===== src/rtl/pcp_pkg.sv =====
package pcp_pkg;
  localparam int          AXI_AW       = 8;
  // register byte addresses
  localparam logic [7:0]  ADDR_CTRL    = 8'h00;
  localparam logic [7:0]  ADDR_PHASE   = 8'h04;
  localparam logic [7:0]  ADDR_PINCTL  = 8'h08;
  localparam logic [7:0]  ADDR_DUTY    = 8'h0C;
  localparam logic [7:0]  ADDR_DTIME   = 8'h10;
  localparam logic [7:0]  ADDR_MPER    = 8'h14;
  localparam logic [7:0]  ADDR_MODCFG  = 8'h18;
  localparam logic [7:0]  ADDR_COUNT   = 8'h1C;
  // channel control fields
  localparam int          CT_STAT      = 13;
  localparam int          CT_ITB       = 9;
  localparam int          CT_DT_HI     = 7;
  localparam int          CT_DT_LO     = 6;
  localparam int          CT_MASTER_TIMEBASE_SELECT      = 3;
  localparam int          CT_CAM       = 2;
  localparam int          CT_EXTERNAL_PERIOD_RESET      = 1;
  localparam int          CT_IUE       = 0;
  localparam logic [15:0] CT_WMASK     = 16'h02CF;
  // pin control fields
  localparam int          PC_HIGH_PIN_OWNERSHIP      = 15;
  localparam int          PC_LOW_PIN_OWNERSHIP      = 14;
  localparam int          PC_HIGH_PIN_POLARITY      = 13;
  localparam int          PC_POLL      = 12;
  localparam int          PC_PAIR_OUTPUT_MODE_LO   = 10;
  localparam int          PC_HIGH_OVERRIDE_ENABLE    = 9;
  localparam int          PC_LOW_OVERRIDE_ENABLE    = 8;
  localparam int          PC_OVR_LO    = 6;
  localparam int          PC_FLT_LO    = 4;
  localparam int          PC_CL_LO     = 2;
  localparam int          PC_SWAP      = 1;
  localparam int          PC_OVERRIDE_SYNC     = 0;
  localparam logic [15:0] PC_RESET     = 16'hC000;
  // module config fields
  localparam int          MC_EN        = 0;
  localparam int          MC_CURRENT_LIMIT_MODE     = 1;
  localparam logic [15:0] MC_WMASK     = 16'h0003;
  localparam logic [15:0] MASK_CENTER  = 16'hFFF8;
  localparam logic [15:0] MASK_FULL    = 16'hFFFF;
  localparam logic [15:0] MPER_RESET   = 16'hFFFF;
  localparam logic [1:0]  RESP_OKAY    = 2'h0;
  localparam logic [1:0]  RESP_SLVERR  = 2'h2;
  typedef enum logic [1:0] {
    PCP_DT_POS  = 2'h0,
    PCP_DT_NEG  = 2'h1,
    PCP_DT_OFF  = 2'h2,
    PCP_DT_RSVD = 2'h3
  } pcp_dt_t;
  typedef enum logic [1:0] {
    PCP_PM_COMP = 2'h0,
    PCP_PM_RED  = 2'h1,
    PCP_PM_PP   = 2'h2,
    PCP_PM_IND  = 2'h3
  } pcp_pair_output_mode_t;
endpackage


===== src/rtl/pcp_top.sv =====
`timescale 1ns/10ps
module pcp_top #(
  parameter bit HAS_SECONDARY = 1'b1
) (
  input  wire logic                       sys_clk,
  input  wire logic                       rst,
  input  wire logic [pcp_pkg::AXI_AW-1:0] s_axi_awaddr,
  input  wire logic                       s_axi_awvalid,
  output logic                            s_axi_awready,
  input  wire logic [31:0]                s_axi_wdata,
  input  wire logic [3:0]                 s_axi_wstrb,
  input  wire logic                       s_axi_wvalid,
  output logic                            s_axi_wready,
  output logic [1:0]                      s_axi_bresp,
  output logic                            s_axi_bvalid,
  input  wire logic                       s_axi_bready,
  input  wire logic [pcp_pkg::AXI_AW-1:0] s_axi_araddr,
  input  wire logic                       s_axi_arvalid,
  output logic                            s_axi_arready,
  output logic [31:0]                     s_axi_rdata,
  output logic [1:0]                      s_axi_rresp,
  output logic                            s_axi_rvalid,
  input  wire logic                       s_axi_rready,
  input  wire logic                       primary_sync,
  input  wire logic                       secondary_sync,
  input  wire logic                       fault_in,
  input  wire logic                       current_limit_in,
  input  wire logic                       gpio_high_data,
  input  wire logic                       gpio_low_data,
  output logic                            high_output_pin,
  output logic                            low_output_pin,
  output logic                            high_pin_pwm_owned,
  output logic                            low_pin_pwm_owned
);
  import pcp_pkg::*;

  logic [15:0] channel_control, phase_or_local_period, output_pin_control;
  logic [15:0] duty_reg, dtime_reg, master_period, mod_cfg;
  logic [15:0] phase_act, duty_act, dtime_act, cnt, next_cnt, settle;
  logic        count_down, pp_sel, bnd_q;
  logic [3:0]  ovr_act;
  logic        flt_s1, flt_s2, cl_s1, cl_s2, cl_s3;
  logic        aw_full, w_full;
  logic [AXI_AW-1:0] aw_addr_q;
  logic [31:0] w_data_q;
  logic [3:0]  w_strb_q;

  // mode decode
  wire independent_timebase        = channel_control[CT_ITB];
  wire center     = channel_control[CT_CAM] & independent_timebase;
  wire immediate_update        = channel_control[CT_IUE];
  wire [15:0] lsb_mask = center ? MASK_CENTER : MASK_FULL;
  wire pcp_dt_t   dt_mode = pcp_dt_t'(channel_control[CT_DT_HI:CT_DT_LO]);
  wire pcp_pair_output_mode_t pair_output_mode    = pcp_pair_output_mode_t'(output_pin_control[PC_PAIR_OUTPUT_MODE_LO+1:PC_PAIR_OUTPUT_MODE_LO]);
  wire sel_sync   = (channel_control[CT_MASTER_TIMEBASE_SELECT] & HAS_SECONDARY) ? secondary_sync
                                                                 : primary_sync;
  wire cl_event   = cl_s2 & ~cl_s3;
  wire ext_reset  = channel_control[CT_EXTERNAL_PERIOD_RESET] & independent_timebase & cl_event;

  // write channel decode
  wire do_write   = aw_full & w_full & ~s_axi_bvalid;
  wire wr_ctrl    = do_write & (aw_addr_q == ADDR_CTRL);
  wire wr_phase   = do_write & (aw_addr_q == ADDR_PHASE);
  wire wr_pinctl  = do_write & (aw_addr_q == ADDR_PINCTL);
  wire wr_duty    = do_write & (aw_addr_q == ADDR_DUTY);
  wire wr_dtime   = do_write & (aw_addr_q == ADDR_DTIME);
  wire wr_mper    = do_write & (aw_addr_q == ADDR_MPER);
  wire wr_modcfg  = do_write & (aw_addr_q == ADDR_MODCFG);
  wire wr_hit     = wr_ctrl | wr_phase | wr_pinctl | wr_duty | wr_dtime | wr_mper
                    | wr_modcfg;
  wire [15:0] wmask = {{8{w_strb_q[1]}}, {8{w_strb_q[0]}}};
  wire [15:0] wval  = w_data_q[15:0];

  // read channel decode, bits 5 and 4 of control never stored
  wire rd_ctrl    = s_axi_araddr == ADDR_CTRL;
  wire rd_phase   = s_axi_araddr == ADDR_PHASE;
  wire rd_pinctl  = s_axi_araddr == ADDR_PINCTL;
  wire rd_duty    = s_axi_araddr == ADDR_DUTY;
  wire rd_dtime   = s_axi_araddr == ADDR_DTIME;
  wire rd_mper    = s_axi_araddr == ADDR_MPER;
  wire rd_modcfg  = s_axi_araddr == ADDR_MODCFG;
  wire rd_count   = s_axi_araddr == ADDR_COUNT;
  wire rd_hit     = rd_ctrl | rd_phase | rd_pinctl | rd_duty | rd_dtime | rd_mper
                    | rd_modcfg | rd_count;
  wire [15:0] rd_val = ({16{rd_ctrl}}   & channel_control)
                     | ({16{rd_phase}}  & phase_or_local_period)
                     | ({16{rd_pinctl}} & output_pin_control)
                     | ({16{rd_duty}}   & duty_reg)
                     | ({16{rd_dtime}}  & dtime_reg)
                     | ({16{rd_mper}}   & master_period)
                     | ({16{rd_modcfg}} & mod_cfg)
                     | ({16{rd_count}}  & cnt);

  // time base: local period when independent, else phase-shifted master copy
  wire [15:0] per_lim = independent_timebase ? phase_act : master_period;
  wire        top_hit = cnt >= per_lim;
  wire        wrap    = center ? (count_down & (cnt == 16'h0000)) : top_hit;
  wire        boundary = ext_reset | (independent_timebase ? wrap : (wrap | sel_sync));
  wire        shadow_load = immediate_update | boundary;

  // next counter value
  always_comb begin
    next_cnt = cnt + 16'h0001;
    if (!mod_cfg[MC_EN]) begin
      next_cnt = 16'h0000;
    end else if (ext_reset) begin
      next_cnt = 16'h0000;
    end else if (!independent_timebase && sel_sync) begin
      next_cnt = phase_act;
    end else if (center) begin
      if (count_down) begin
        next_cnt = (cnt == 16'h0000) ? 16'h0001 : cnt - 16'h0001;
      end else if (top_hit) begin
        next_cnt = cnt - 16'h0001;
      end
    end else if (top_hit) begin
      next_cnt = 16'h0000;
    end
  end

  // direction for centre-aligned counting
  wire next_down = center & (count_down ? (cnt != 16'h0000) : top_hit);

  // raw generator and dead-time shaping
  wire raw      = cnt < duty_act;
  wire raw_q_ne = raw ^ bnd_q;
  wire settled  = settle >= dtime_act;
  wire comp     = pair_output_mode == PCP_PM_COMP;
  logic gen_h, gen_l, dt_h, dt_l;
  always_comb begin
    gen_h = raw;
    gen_l = raw;
    unique case (pair_output_mode)
      PCP_PM_COMP: gen_l = ~raw;
      PCP_PM_RED:  gen_l = raw;
      PCP_PM_PP: begin
        gen_h = raw & pp_sel;
        gen_l = raw & ~pp_sel;
      end
      PCP_PM_IND:  gen_l = raw;
    endcase
    dt_h = gen_h;
    dt_l = gen_l;
    if (dt_mode == PCP_DT_POS) begin
      dt_h = gen_h & settled;
      dt_l = gen_l & settled;
    end else if (dt_mode == PCP_DT_NEG && comp) begin
      dt_h = gen_h | ~settled;
      dt_l = gen_l | ~settled;
    end
  end

  // pin selection: swap, override, current limit, fault, then polarity
  wire sw      = output_pin_control[PC_SWAP];
  wire pre_h   = sw ? dt_l : dt_h;
  wire pre_l   = sw ? dt_h : dt_l;
  wire ov_h    = ovr_act[3] ? ovr_act[1] : pre_h;
  wire ov_l    = ovr_act[2] ? ovr_act[0] : pre_l;
  wire cl_act  = cl_s2 & ~mod_cfg[MC_CURRENT_LIMIT_MODE];
  wire cl_h    = cl_act ? output_pin_control[PC_CL_LO+1] : ov_h;
  wire cl_l    = cl_act ? output_pin_control[PC_CL_LO]   : ov_l;
  wire fl_h    = flt_s2 ? output_pin_control[PC_FLT_LO+1] : cl_h;
  wire fl_l    = flt_s2 ? output_pin_control[PC_FLT_LO]   : cl_l;
  wire drv_h   = fl_h ^ output_pin_control[PC_HIGH_PIN_POLARITY];
  wire drv_l   = fl_l ^ output_pin_control[PC_POLL];
  wire own_h   = output_pin_control[PC_HIGH_PIN_OWNERSHIP];
  wire own_l   = output_pin_control[PC_LOW_PIN_OWNERSHIP];
  wire [3:0] ovr_new = {output_pin_control[PC_HIGH_OVERRIDE_ENABLE:PC_LOW_OVERRIDE_ENABLE],
                        output_pin_control[PC_OVR_LO+1:PC_OVR_LO]};
  wire stat_set = boundary & mod_cfg[MC_EN];

  // fault and current-limit inputs pass two flops, sync inputs are used unsynchronised
  always_ff @(posedge sys_clk) begin
    flt_s1 <= fault_in;
    flt_s2 <= flt_s1;
    cl_s1  <= current_limit_in;
    cl_s2  <= cl_s1;
    cl_s3  <= cl_s2;
  end

  // software registers
  always_ff @(posedge sys_clk) begin
    if (rst) begin
      channel_control       <= 16'h0000;
      phase_or_local_period <= 16'h0000;
      output_pin_control    <= PC_RESET;
      duty_reg              <= 16'h0000;
      dtime_reg             <= 16'h0000;
      master_period         <= MPER_RESET;
      mod_cfg               <= 16'h0000;
    end else begin
      if (wr_ctrl) begin
        channel_control <= (channel_control & ~(wmask & CT_WMASK))
                         | (wval & wmask & CT_WMASK);
      end
      if (wr_phase)  phase_or_local_period <= (phase_or_local_period & ~wmask)
                                            | (wval & wmask);
      if (wr_pinctl) output_pin_control <= (output_pin_control & ~wmask) | (wval & wmask);
      if (wr_duty)   duty_reg      <= (duty_reg & ~wmask) | (wval & wmask);
      if (wr_dtime)  dtime_reg     <= (dtime_reg & ~wmask) | (wval & wmask);
      if (wr_mper)   master_period <= (master_period & ~wmask) | (wval & wmask);
      if (wr_modcfg) mod_cfg <= (mod_cfg & ~(wmask & MC_WMASK)) | (wval & wmask & MC_WMASK);
      // status: write 0 clears, a boundary while enabled in the same cycle wins
      if (wr_ctrl && wmask[CT_STAT] && !wval[CT_STAT]) channel_control[CT_STAT] <= 1'b0;
      if (stat_set) channel_control[CT_STAT] <= 1'b1;
    end
  end

  // shadow transfer and time base state
  always_ff @(posedge sys_clk) begin
    if (rst) begin
      phase_act  <= 16'h0000;
      duty_act   <= 16'h0000;
      dtime_act  <= 16'h0000;
      ovr_act    <= 4'h0;
      cnt        <= 16'h0000;
      count_down <= 1'b0;
      pp_sel     <= 1'b1;
      bnd_q      <= 1'b0;
      settle     <= 16'h0000;
    end else begin
      if (shadow_load) begin
        phase_act <= phase_or_local_period & lsb_mask;
        duty_act  <= duty_reg & lsb_mask;
        dtime_act <= dtime_reg & lsb_mask;
      end
      if (!output_pin_control[PC_OVERRIDE_SYNC] || boundary) ovr_act <= ovr_new;
      cnt        <= next_cnt;
      count_down <= next_down;
      if (boundary) pp_sel <= ~pp_sel;
      bnd_q      <= raw;
      settle     <= raw_q_ne ? 16'h0000 : (settled ? settle : settle + 16'h0001);
    end
  end

  // registered pins; unowned pins follow general-purpose data
  always_ff @(posedge sys_clk) begin
    if (rst) begin
      high_output_pin    <= 1'b0;
      low_output_pin     <= 1'b0;
      high_pin_pwm_owned <= 1'b1;
      low_pin_pwm_owned  <= 1'b1;
    end else begin
      high_output_pin    <= own_h ? drv_h : gpio_high_data;
      low_output_pin     <= own_l ? drv_l : gpio_low_data;
      high_pin_pwm_owned <= own_h;
      low_pin_pwm_owned  <= own_l;
    end
  end

  // write address and data taken in either order, answer follows both
  always_ff @(posedge sys_clk) begin
    if (rst) begin
      aw_full       <= 1'b0;
      w_full        <= 1'b0;
      aw_addr_q     <= '0;
      w_data_q      <= 32'h00000000;
      w_strb_q      <= 4'h0;
      s_axi_awready <= 1'b1;
      s_axi_wready  <= 1'b1;
      s_axi_bvalid  <= 1'b0;
      s_axi_bresp   <= RESP_OKAY;
    end else begin
      if (s_axi_awvalid && s_axi_awready) begin
        aw_full       <= 1'b1;
        aw_addr_q     <= s_axi_awaddr;
        s_axi_awready <= 1'b0;
      end
      if (s_axi_wvalid && s_axi_wready) begin
        w_full       <= 1'b1;
        w_data_q     <= s_axi_wdata;
        w_strb_q     <= s_axi_wstrb;
        s_axi_wready <= 1'b0;
      end
      if (do_write) begin
        aw_full      <= 1'b0;
        w_full       <= 1'b0;
        s_axi_bvalid <= 1'b1;
        s_axi_bresp  <= wr_hit ? RESP_OKAY : RESP_SLVERR;
      end
      if (s_axi_bvalid && s_axi_bready) begin
        s_axi_bvalid  <= 1'b0;
        s_axi_awready <= 1'b1;
        s_axi_wready  <= 1'b1;
      end
    end
  end

  // read answer one cycle after the address is taken
  always_ff @(posedge sys_clk) begin
    if (rst) begin
      s_axi_arready <= 1'b1;
      s_axi_rvalid  <= 1'b0;
      s_axi_rdata   <= 32'h00000000;
      s_axi_rresp   <= RESP_OKAY;
    end else if (s_axi_arvalid && s_axi_arready) begin
      s_axi_arready <= 1'b0;
      s_axi_rvalid  <= 1'b1;
      s_axi_rdata   <= {16'h0000, rd_val};
      s_axi_rresp   <= rd_hit ? RESP_OKAY : RESP_SLVERR;
    end else if (s_axi_rvalid && s_axi_rready) begin
      s_axi_rvalid  <= 1'b0;
      s_axi_arready <= 1'b1;
    end
  end
endmodule // pcp_top


===== config.mk =====
export PLATFORM = sky130hd
export DESIGN_NAME = pcp_top
export DESIGN_NICKNAME = d
export VERILOG_FILES = /design/src/rtl/pcp_pkg.sv /design/src/rtl/pcp_top.sv
export SDC_FILE = /design/constraint.sdc
export NUM_CORES = 1
export LEC_CHECK = 0
export BUFFER_PORTS_ARGS = -buffer_cell sky130_fd_sc_hd__clkbuf_2
export CAP_MARGIN = 20
export CORE_MARGIN = 8
export CORE_UTILIZATION = 54
export CTS_CLUSTER_DIAMETER = 100
export CTS_CLUSTER_SIZE = 8
export DETAILED_ROUTE_END_ITERATION = 10
export PLACE_DENSITY_LB_ADDON = 0.08
export SETUP_SLACK_MARGIN = 0.05
export SLEW_MARGIN = 25
export SYNTH_ARGS = -nofsm -noshare
export SYNTH_HDL_FRONTEND = slang
export SYNTH_SLANG_ARGS = --single-unit

===== constraint.sdc =====
create_clock -name sys_clk -period 3.7 [get_ports sys_clk]
set_clock_uncertainty 0.05 [all_clocks]
set_input_delay 0 -clock sys_clk [delete_from_list [all_inputs] [get_ports sys_clk]]
set_output_delay 0 -clock sys_clk [all_outputs]
set_load 0.1 [all_outputs]

### Word-level counts from Yosys, hierarchy flattened

Index checks and enable logic that the tools add are counted.

* register bits after elaboration: 261
* input port bits: 65
* output and inout bits: 45

* $add $sub $neg: 3
* $lt $le $gt $ge: 3
* equality and inequality tests: 17
* muxes and demuxes: 37
* bitwise logic cells: 85
* reduce and logical (&&, ||, !) cells: 26

Operators by type and width (count)
* 16-bit bitwise AND: 19
* 16-bit bitwise OR: 12
* 16-bit two-way mux: 7
* 8-bit by 5-bit == test with 1-bit output, second input constant: 7
* 16-bit by 1-bit adder with 16-bit output, second input constant: 2
* 8-bit by 4-bit == test with 1-bit output, second input constant: 4
* 16-bit greater-or-equal comparator: 2
* 1-bit two-way mux: 25
* 1-bit bitwise AND: 21
* 1-bit bitwise OR: 18
* 8-bit by 3-bit == test with 1-bit output, second input constant: 2
* 16-bit logical NOT: 1
* 8-bit logical NOT: 2
* 16-bit < comparator: 1
* 10-bit inverter with 16-bit output: 1
* 16-bit inverter: 1
* 2-bit inverter with 16-bit output: 1
* 16-bit by 10-bit bitwise OR with 16-bit output: 1
* 16-bit by 2-bit bitwise OR with 16-bit output: 1
* 16-bit nonzero test: 1
* 16-bit by 1-bit subtractor with 16-bit output, second input constant: 1
* 14-bit two-way mux: 1
* 1-bit logical AND: 9
* 2-bit OR reduction: 4
* other kinds (13): 27

### Longest topological paths before layout

Gate-level depths: netlist of the first run.

* depth in word-level cells: 12
* gate-level depth with buffers: 15
* mapped depth without buffers: 11

### Least setup slack after synthesis of the first run

OpenSTA, ideal clock, no wires.

* path kind: register to register
* from: reg with a tool-made name
* to: reg dtime_act[12]
* data arrival time: 3.524 ns
* required time: 3.522 ns
* setup slack: -0.002 ns
* stages on the path, launching flop included: 16
* path buffers: 4
* clock period less this slack: 3.702 ns
* cells stage by stage: dfxtp_1 -> buf_1 -> clkbuf_1 -> mux2i_1 -> ha_1 -> a21o_1 -> a21o_1 -> a21oi_1 -> o21ai_1 -> inv_1 -> a21oi_1 -> nor4_1 -> buf_2 -> buf_4 -> mux2i_1 -> nor2_1

RTL lines
* end signal, assigned: line pcp_top.sv:225 `dtime_act <= dtime_reg & lsb_mask;`
* end, declared: line pcp_top.sv:39 `logic [15:0] phase_act, duty_act, dtime_act, cnt, next_cnt, settle;`

==> flow_summary.ini, run 1 <==
[status]
status = finished, final reports clean

[worst_setup_path]
worstSetupPathType = register to register
crit_path_end_kind = register
ff2ff_setup_slack_ps = 340
arrival_ps = 3660
worstPathMaxFanout = 24
worst_path_max_delay_cell = dfxtp_1
cp_slowest_stage_delay_ps = 360
required_ps = 4000
start_kind = register
crit_chain = buf_6, mux2i_1, ha_1, a21o_1, a21o_1, a21oi_1, o21ai_1, inv_1, a21oi_1, nor4_4, buf_4, buf_6, mux2i_1, nor2_1

[power]
seqPwrFrac = 0.449
p_clk_frac = 0.467
switching_share = 0.255
p_switching_mw = 1.50
leakage_nw = 5.91
comb_power_share = 0.084
p_int_mw = 4.40
power_density_nw_per_um2 = 433
ir_drop_mv = 0.381

[grt]
grt_max_degree = 80
grt_usage = 0.258
busiest_layer = met2
overflow = 0
grt_pass1_vias = 9656
met1_usage = 0.344
grt_use_met2 = 0.411
grt_pass1_wl_mm = 53.8
grtUsageMet3 = 0.0519
antenna_found_initial = 0

[finish]
area_growth_pct = 18.3
diodes = 0
drive_above_1_share = 0.123
nNetsFinal = 1547
fin_area_um2 = 13600

[min_path]
worstHoldPathType = input port to register
worstHoldStart = fault_in

[floorplan]
core-area_um2 = 21000
dieArea_um2 = 26300
start_util = 0.550
die_w_um = 162
rows = 53
die_y_um = 162
io_pins = 110

[routing]
drc_errors = 0
wirelength_mm = 34.7
vias_per_cell = 5.92
ant_nets = 0
num_vias = 10100
dr.pass1.iters = 8
wl_per_cell_um = 20.3
first_iter_violations = 883

[timing]
finalWorstSetupSlack_ps = 340
fmax_mhz = 298
worst_pin_slew_ps = 838
timing.final.crit_share = 0.908
rsz0062_at_grt = false
setup_viol = 0
min_period_ps = 3360
tns_ps = 0
maxSlewViolCount = 0
hold_viol_final = 0
slew_headroom = 0.441

[place]
place_area_um2 = 12200
place_hpwl_mm = 23.9
dp_slack_ps = 326
gp_congestion = 0.907
portBuffers = 73

[logic_synthesis]
synthFlopType = dfxtp_1
synth_edf_count = 0
synth_most_common_cell = dfxtp_1
netlist_instances = 1304
yosysSeqAreaShare = 0.412
ys_ff_latch = 237
synth_warnings = 0
yosys-top-cells-count = dfxtp_1 (237), nor2_1 (190), mux2i_1 (135)
yosys.area.top_type = dfxtp_1
synth-async-reset-ratio = 0
synthTopCellsByArea = dfxtp_1 (41%), mux2i_1 (12%), nor2_1 (6.2%), ha_1 (5.5%), nand2_1 (3.6%)
ys_types = 68
synth_top_area_frac = 0.412
syn_area_um2 = 11500
synth.avg_cell_area_um2 = 8.84

[clocking]
cts_buffers = 35
cts.sinks = 237
cts_max_level = 2
insertion_delay_ps = 510
clk_path_buf_depth = 3
cts_tree = built
clk_pin_slew_ps = 50
clock-root-buffer = clkbuf_16

[run]
cap_viol_max_count = 0
## final timing paths
| check | end | cells past startpoint |
|---|---|---|
| worst min-delay path | flt_s1 | 2 |
| worst min register to register | cl_s2 | 0 |
| worst max register to register | duty_act[9] | 14 |
| worst max-delay path | duty_act[9] | 14 |
## cell families (layout without fill, tap and decap cells)
| group | count (synthesis) | in the layout | share of synthesized area |
|---|---|---|---|
| simple gates | 469 | 469 | 0.187 |
| compound gates | 247 | 247 | 0.153 |
| flops | 237 | 237 | 0.412 |
| mux | 141 | 141 | 0.123 |
| buf+inv | 135 | 246 | 0.0523 |
| fa+ha+maj | 51 | 51 | 0.0554 |
| xor+xnor | 23 | 23 | 0.0175 |
| other cells | 1 | 18 | 0.000325 |
## repair_timing
action / CTS / global route
hold buffers: 48 / 0
endpoints found under the hold margin: 89 / 0
setup endpoints to repair: 0 / 1
gates resized for setup: 0 / 3
setup buffers: 0 / 1
## power by group through the flow
stage | clock network [mW] | registers, mW | logic, mW
after floorplan | 0 | 2.81 | 0.251
after global placement | 0 | 2.70 | 0.442
after detailed placement | 0 | 2.70 | 0.444
after CTS | 2.79 | 2.65 | 0.485
after global routing | 2.91 | 2.65 | 0.524
final | 2.76 | 2.65 | 0.498
## worst max-delay path: cells and delay by family, from the launching register on
kind                       cells  cell delay, ps
buffers and inverters          4             900
muxes                          2             440
adders and majority gates      1             260
and+or+nand+nor                2             390
DFF                            1             360
AOI/OAI and AO/OA              5             790
## through the flow
stage                      util  hold WS (ps)  total power, mW  instances
after floorplan               -         -22.3             3.06       1321
after global placement    0.582          52.9             3.14       1619
after detailed placement  0.582          53.9             3.14       1619
after CTS                 0.649          67.1             5.92       1705
after global routing      0.651          81.8             6.08       1707
final                     0.651          84.6             5.90       1707
## cells in the final DEF, fill, tap and decap left out, drive strengths merged, types with 18 or more instances in the layout
master	Yosys	layout
a221oi	21	21
nand2	110	110
clkbuf	58	107
a21oi	61	61
ha	51	51
nor3	30	30
dlygate4sd3	0	48
a211o	21	21
nor2b	23	23
buf	30	40
nor2	190	190
inv	47	49
conb	1	18
dfxtp	237	237
nand3	35	35
mux2i	135	135
o21ai	29	29
## final cells by class
class                           count  area (um2)
Fill cell                        1761        7310
Timing Repair Buffer              161        1200
Clock buffer                       35         876
Tap cell                          275         344
Sequential cell                   237        4740
Inverter                           47         176
Clock inverter                      3        33.8
Multi-Input combinational cell    949        6270
## routing by layer
metal | share of wire | vias to the layer above
li1 | - | 4845
met1 | 0.45 | 4841
met2 | 0.45 | 363
met3 | 0.071 | 55
met4 | 0.025 | 0
met5 | 0 | -
(Power assumes the default switching activity.)
==> run 2: changes to the inputs <==
--- a/config.mk
+++ b/config.mk
@@ -5,8 +5,9 @@
 export SDC_FILE = /design/constraint.sdc
 export NUM_CORES = 1
 export LEC_CHECK = 0
+export ABC_AREA = 1
 export BUFFER_PORTS_ARGS = -buffer_cell sky130_fd_sc_hd__clkbuf_2
-export CAP_MARGIN = 20
+export CAP_MARGIN = 25
 export CORE_MARGIN = 8
 export CORE_UTILIZATION = 54
 export CTS_CLUSTER_DIAMETER = 100
==> run 2 against run 1 <==
Net effect: worst hold slack worse by 65 ps; utilization shrank 2.4 points; synthesized cell count up 22%; via count is 10% higher; sequential share of layout area up 0.35 points; cell count increased by 15%; total power up 5.0%; first-iteration DRC count increased by 24%; critical path depth increased by 3; critical endpoint is now cnt[6].
==> flow_summary.ini, run 2 <==
[worst_setup_path]
crit_path_end_kind = register
cp_slowest_stage_delay_ps = 490
worst_path_max_delay_cell = inv_1
path_buf_inv = 4
critical-path-top-delay-family = buffers and inverters
worstSetupPathType = register to register
required_ps = 4090
worstPathMaxFanout = 20
arrival_ps = 3580
start_kind = register
crit_chain = inv_1, buf_4, nand2_1, o21ai_0, ha_1, a21oi_1, o21ai_0, a21oi_1, nand3_1, buf_4, inv_1, nand3_1, o21ai_0, nand2_1, o21ai_0, a21oi_1, a21oi_1

[grt]
grt_pass1_vias = 10400
grt_max_degree = 155
antenna_found_initial = 1
overflow = 0
grt_pass1_wl_mm = 56.6
grt_usage = 0.266

[routing]
drc_errors = 0
first_iter_violations = 1097
ant_nets = 0
num_vias = 11100
wl_per_cell_um = 18.3
wirelength_mm = 35.8
vias_per_cell = 5.69
dr.pass1.iters = 6

[logic_synthesis]
synth.avg_cell_area_um2 = 7.38
yosysSeqAreaShare = 0.406
syn_area_um2 = 11700
netlist_instances = 1585
ys_types = 53
yosys.area.top_type = dfxtp_1
synth_edf_count = 0
synth-async-reset-ratio = 0
ys_ff_latch = 237
synth_warnings = 0
synth_top_area_frac = 0.406
synthFlopType = dfxtp_1
synth_most_common_cell = dfxtp_1
yosys-top-cells-count = dfxtp_1 (237), a21oi_1 (224), nand2_1 (224)
synthTopCellsByArea = dfxtp_1 (41%), a21oi_1 (9.6%), o21ai_0 (9.4%), nand2_1 (7.2%), inv_1 (6.8%)

[floorplan]
rows = 54
core-area_um2 = 21600
start_util = 0.543
die_w_um = 163
io_pins = 110
die_y_um = 163
dieArea_um2 = 26600

[timing]
tns_ps = 0
slew_headroom = 0.367
setup_viol = 0
min_period_ps = 3190
maxSlewViolCount = 0
worst_pin_slew_ps = 946
rsz0062_at_grt = false
timing.final.crit_share = 0.862
hold_viol_final = 0
fmax_mhz = 314

[finish]
nNetsFinal = 1793
drive_above_1_share = 0.0971
diodes = 0
area_growth_pct = 15.4
layout_common_cells = dfxtp_1 (237), nand2_1 (224), a21oi_1 (224)
final_common_cell = dfxtp_1
fill_cells = 1974

[clocking]
insertion_delay_ps = 510
clk_pin_slew_ps = 50
cts_tree = built
clk_path_buf_depth = 3
clock-root-buffer = clkbuf_16
cts.sinks = 237
cts_max_level = 2
cts_buffers = 35

[place]
portBuffers = 73
gp_congestion = 0.909
place_hpwl_mm = 25.8

[run]
cap_viol_max_count = 0

[power]
total_power_mw = 6.20
leakage_nw = 5.78
ir_drop_mv = 0.468
power_density_nw_per_um2 = 459

[status]
status = finished, final reports clean

[min_path]
worstHoldPathType = input port to register
[run 2: cell types whose count changed after synthesis, sizes merged, moves of 15 or more]
cell,delta
a211o,-21
o21ai,+199
nor2,-109
nand3,+22
mux2i,-135
inv,+168
nor2b,-23
a21oi,+164
a22oi,-15
o211ai,+21
nand2,+118
o22ai,+17
a22o,-15
[run 2: worst paths after layout]
| path | from | endpoint | slack [ps] | cells after the start |
|---|---|---|---|---|
| worst min register to register | cl_s1 | cl_s2 | 270 | 0 |
| worst min-delay path | s_axi_araddr[6] | s_axi_rdata[14] | 20 | 6 |
| worst max-delay path | register | cnt[6] | 510 | 17 |
| worst max register to register | register | cnt[6] | 510 | 17 |
[run 2: where the power goes]
group / internal (mW) / switching, mW
combinational: 0.160 / 0.487
sequential: 2.64 / 0.0641
clock: 1.73 / 1.12
[run 2: cell families (layout without fill, tap and decap cells)]
group                    after synthesis  after routing  synth area share
AND/OR/NAND/NOR                      428            428             0.164
other                                  1             18          0.000321
buffers and inverters                307            384             0.110
flip-flops                           237            237             0.406
AO/OA/AOI/OAI                        544            544             0.253
XOR/XNOR                              17             17            0.0127
adder cells (fa/ha/maj)               51             51            0.0545
[run 2: cell type report]
class,count,area [um2],area share
clock buffer,36,901,0.0667
multi-input combinational,1058,5730,0.424
sequential,237,4740,0.351
timing repair buffer,128,906,0.0671
clock inverter,3,55.1,0.00408
inverter,217,817,0.0605
tap,280,350,0.0259
[run 2: layer usage]
metal  part of all wire  vias up  GRT usage
met5            0.00034        -          0
met4              0.020        2     0.0738
met3              0.076       45     0.0423
met2               0.45      433      0.421
met1               0.45     5155      0.369
li1                   -     5502          -
[run 2: worst min-delay path: stages]
cell and delay [ps]:
clkbuf_2 80, nor2_1 40, nand2_1 50, nor2_1 100, a31oi_1 180, a21oi_1 70
[run 2: what timing repair did]
item	CTS	global route
buffers inserted	0	0
resized for setup	0	0
endpoints found under the hold margin	69	0
hold buffers	41	0
[run 2: metrics by stage]
step	std cells	utilization	cell area (um2)	setup slack [ps]	hold slack [ps]
after CTS	1958	0.626	13500	598	9.00
after floorplan	1602	-	11800	1170	-22.3
after global routing	1959	0.627	13500	62.0	42.7
after detailed placement	1878	0.563	12100	611	53.9
after global placement	1878	0.563	12100	604	52.3
final	1959	0.627	13500	511	19.7
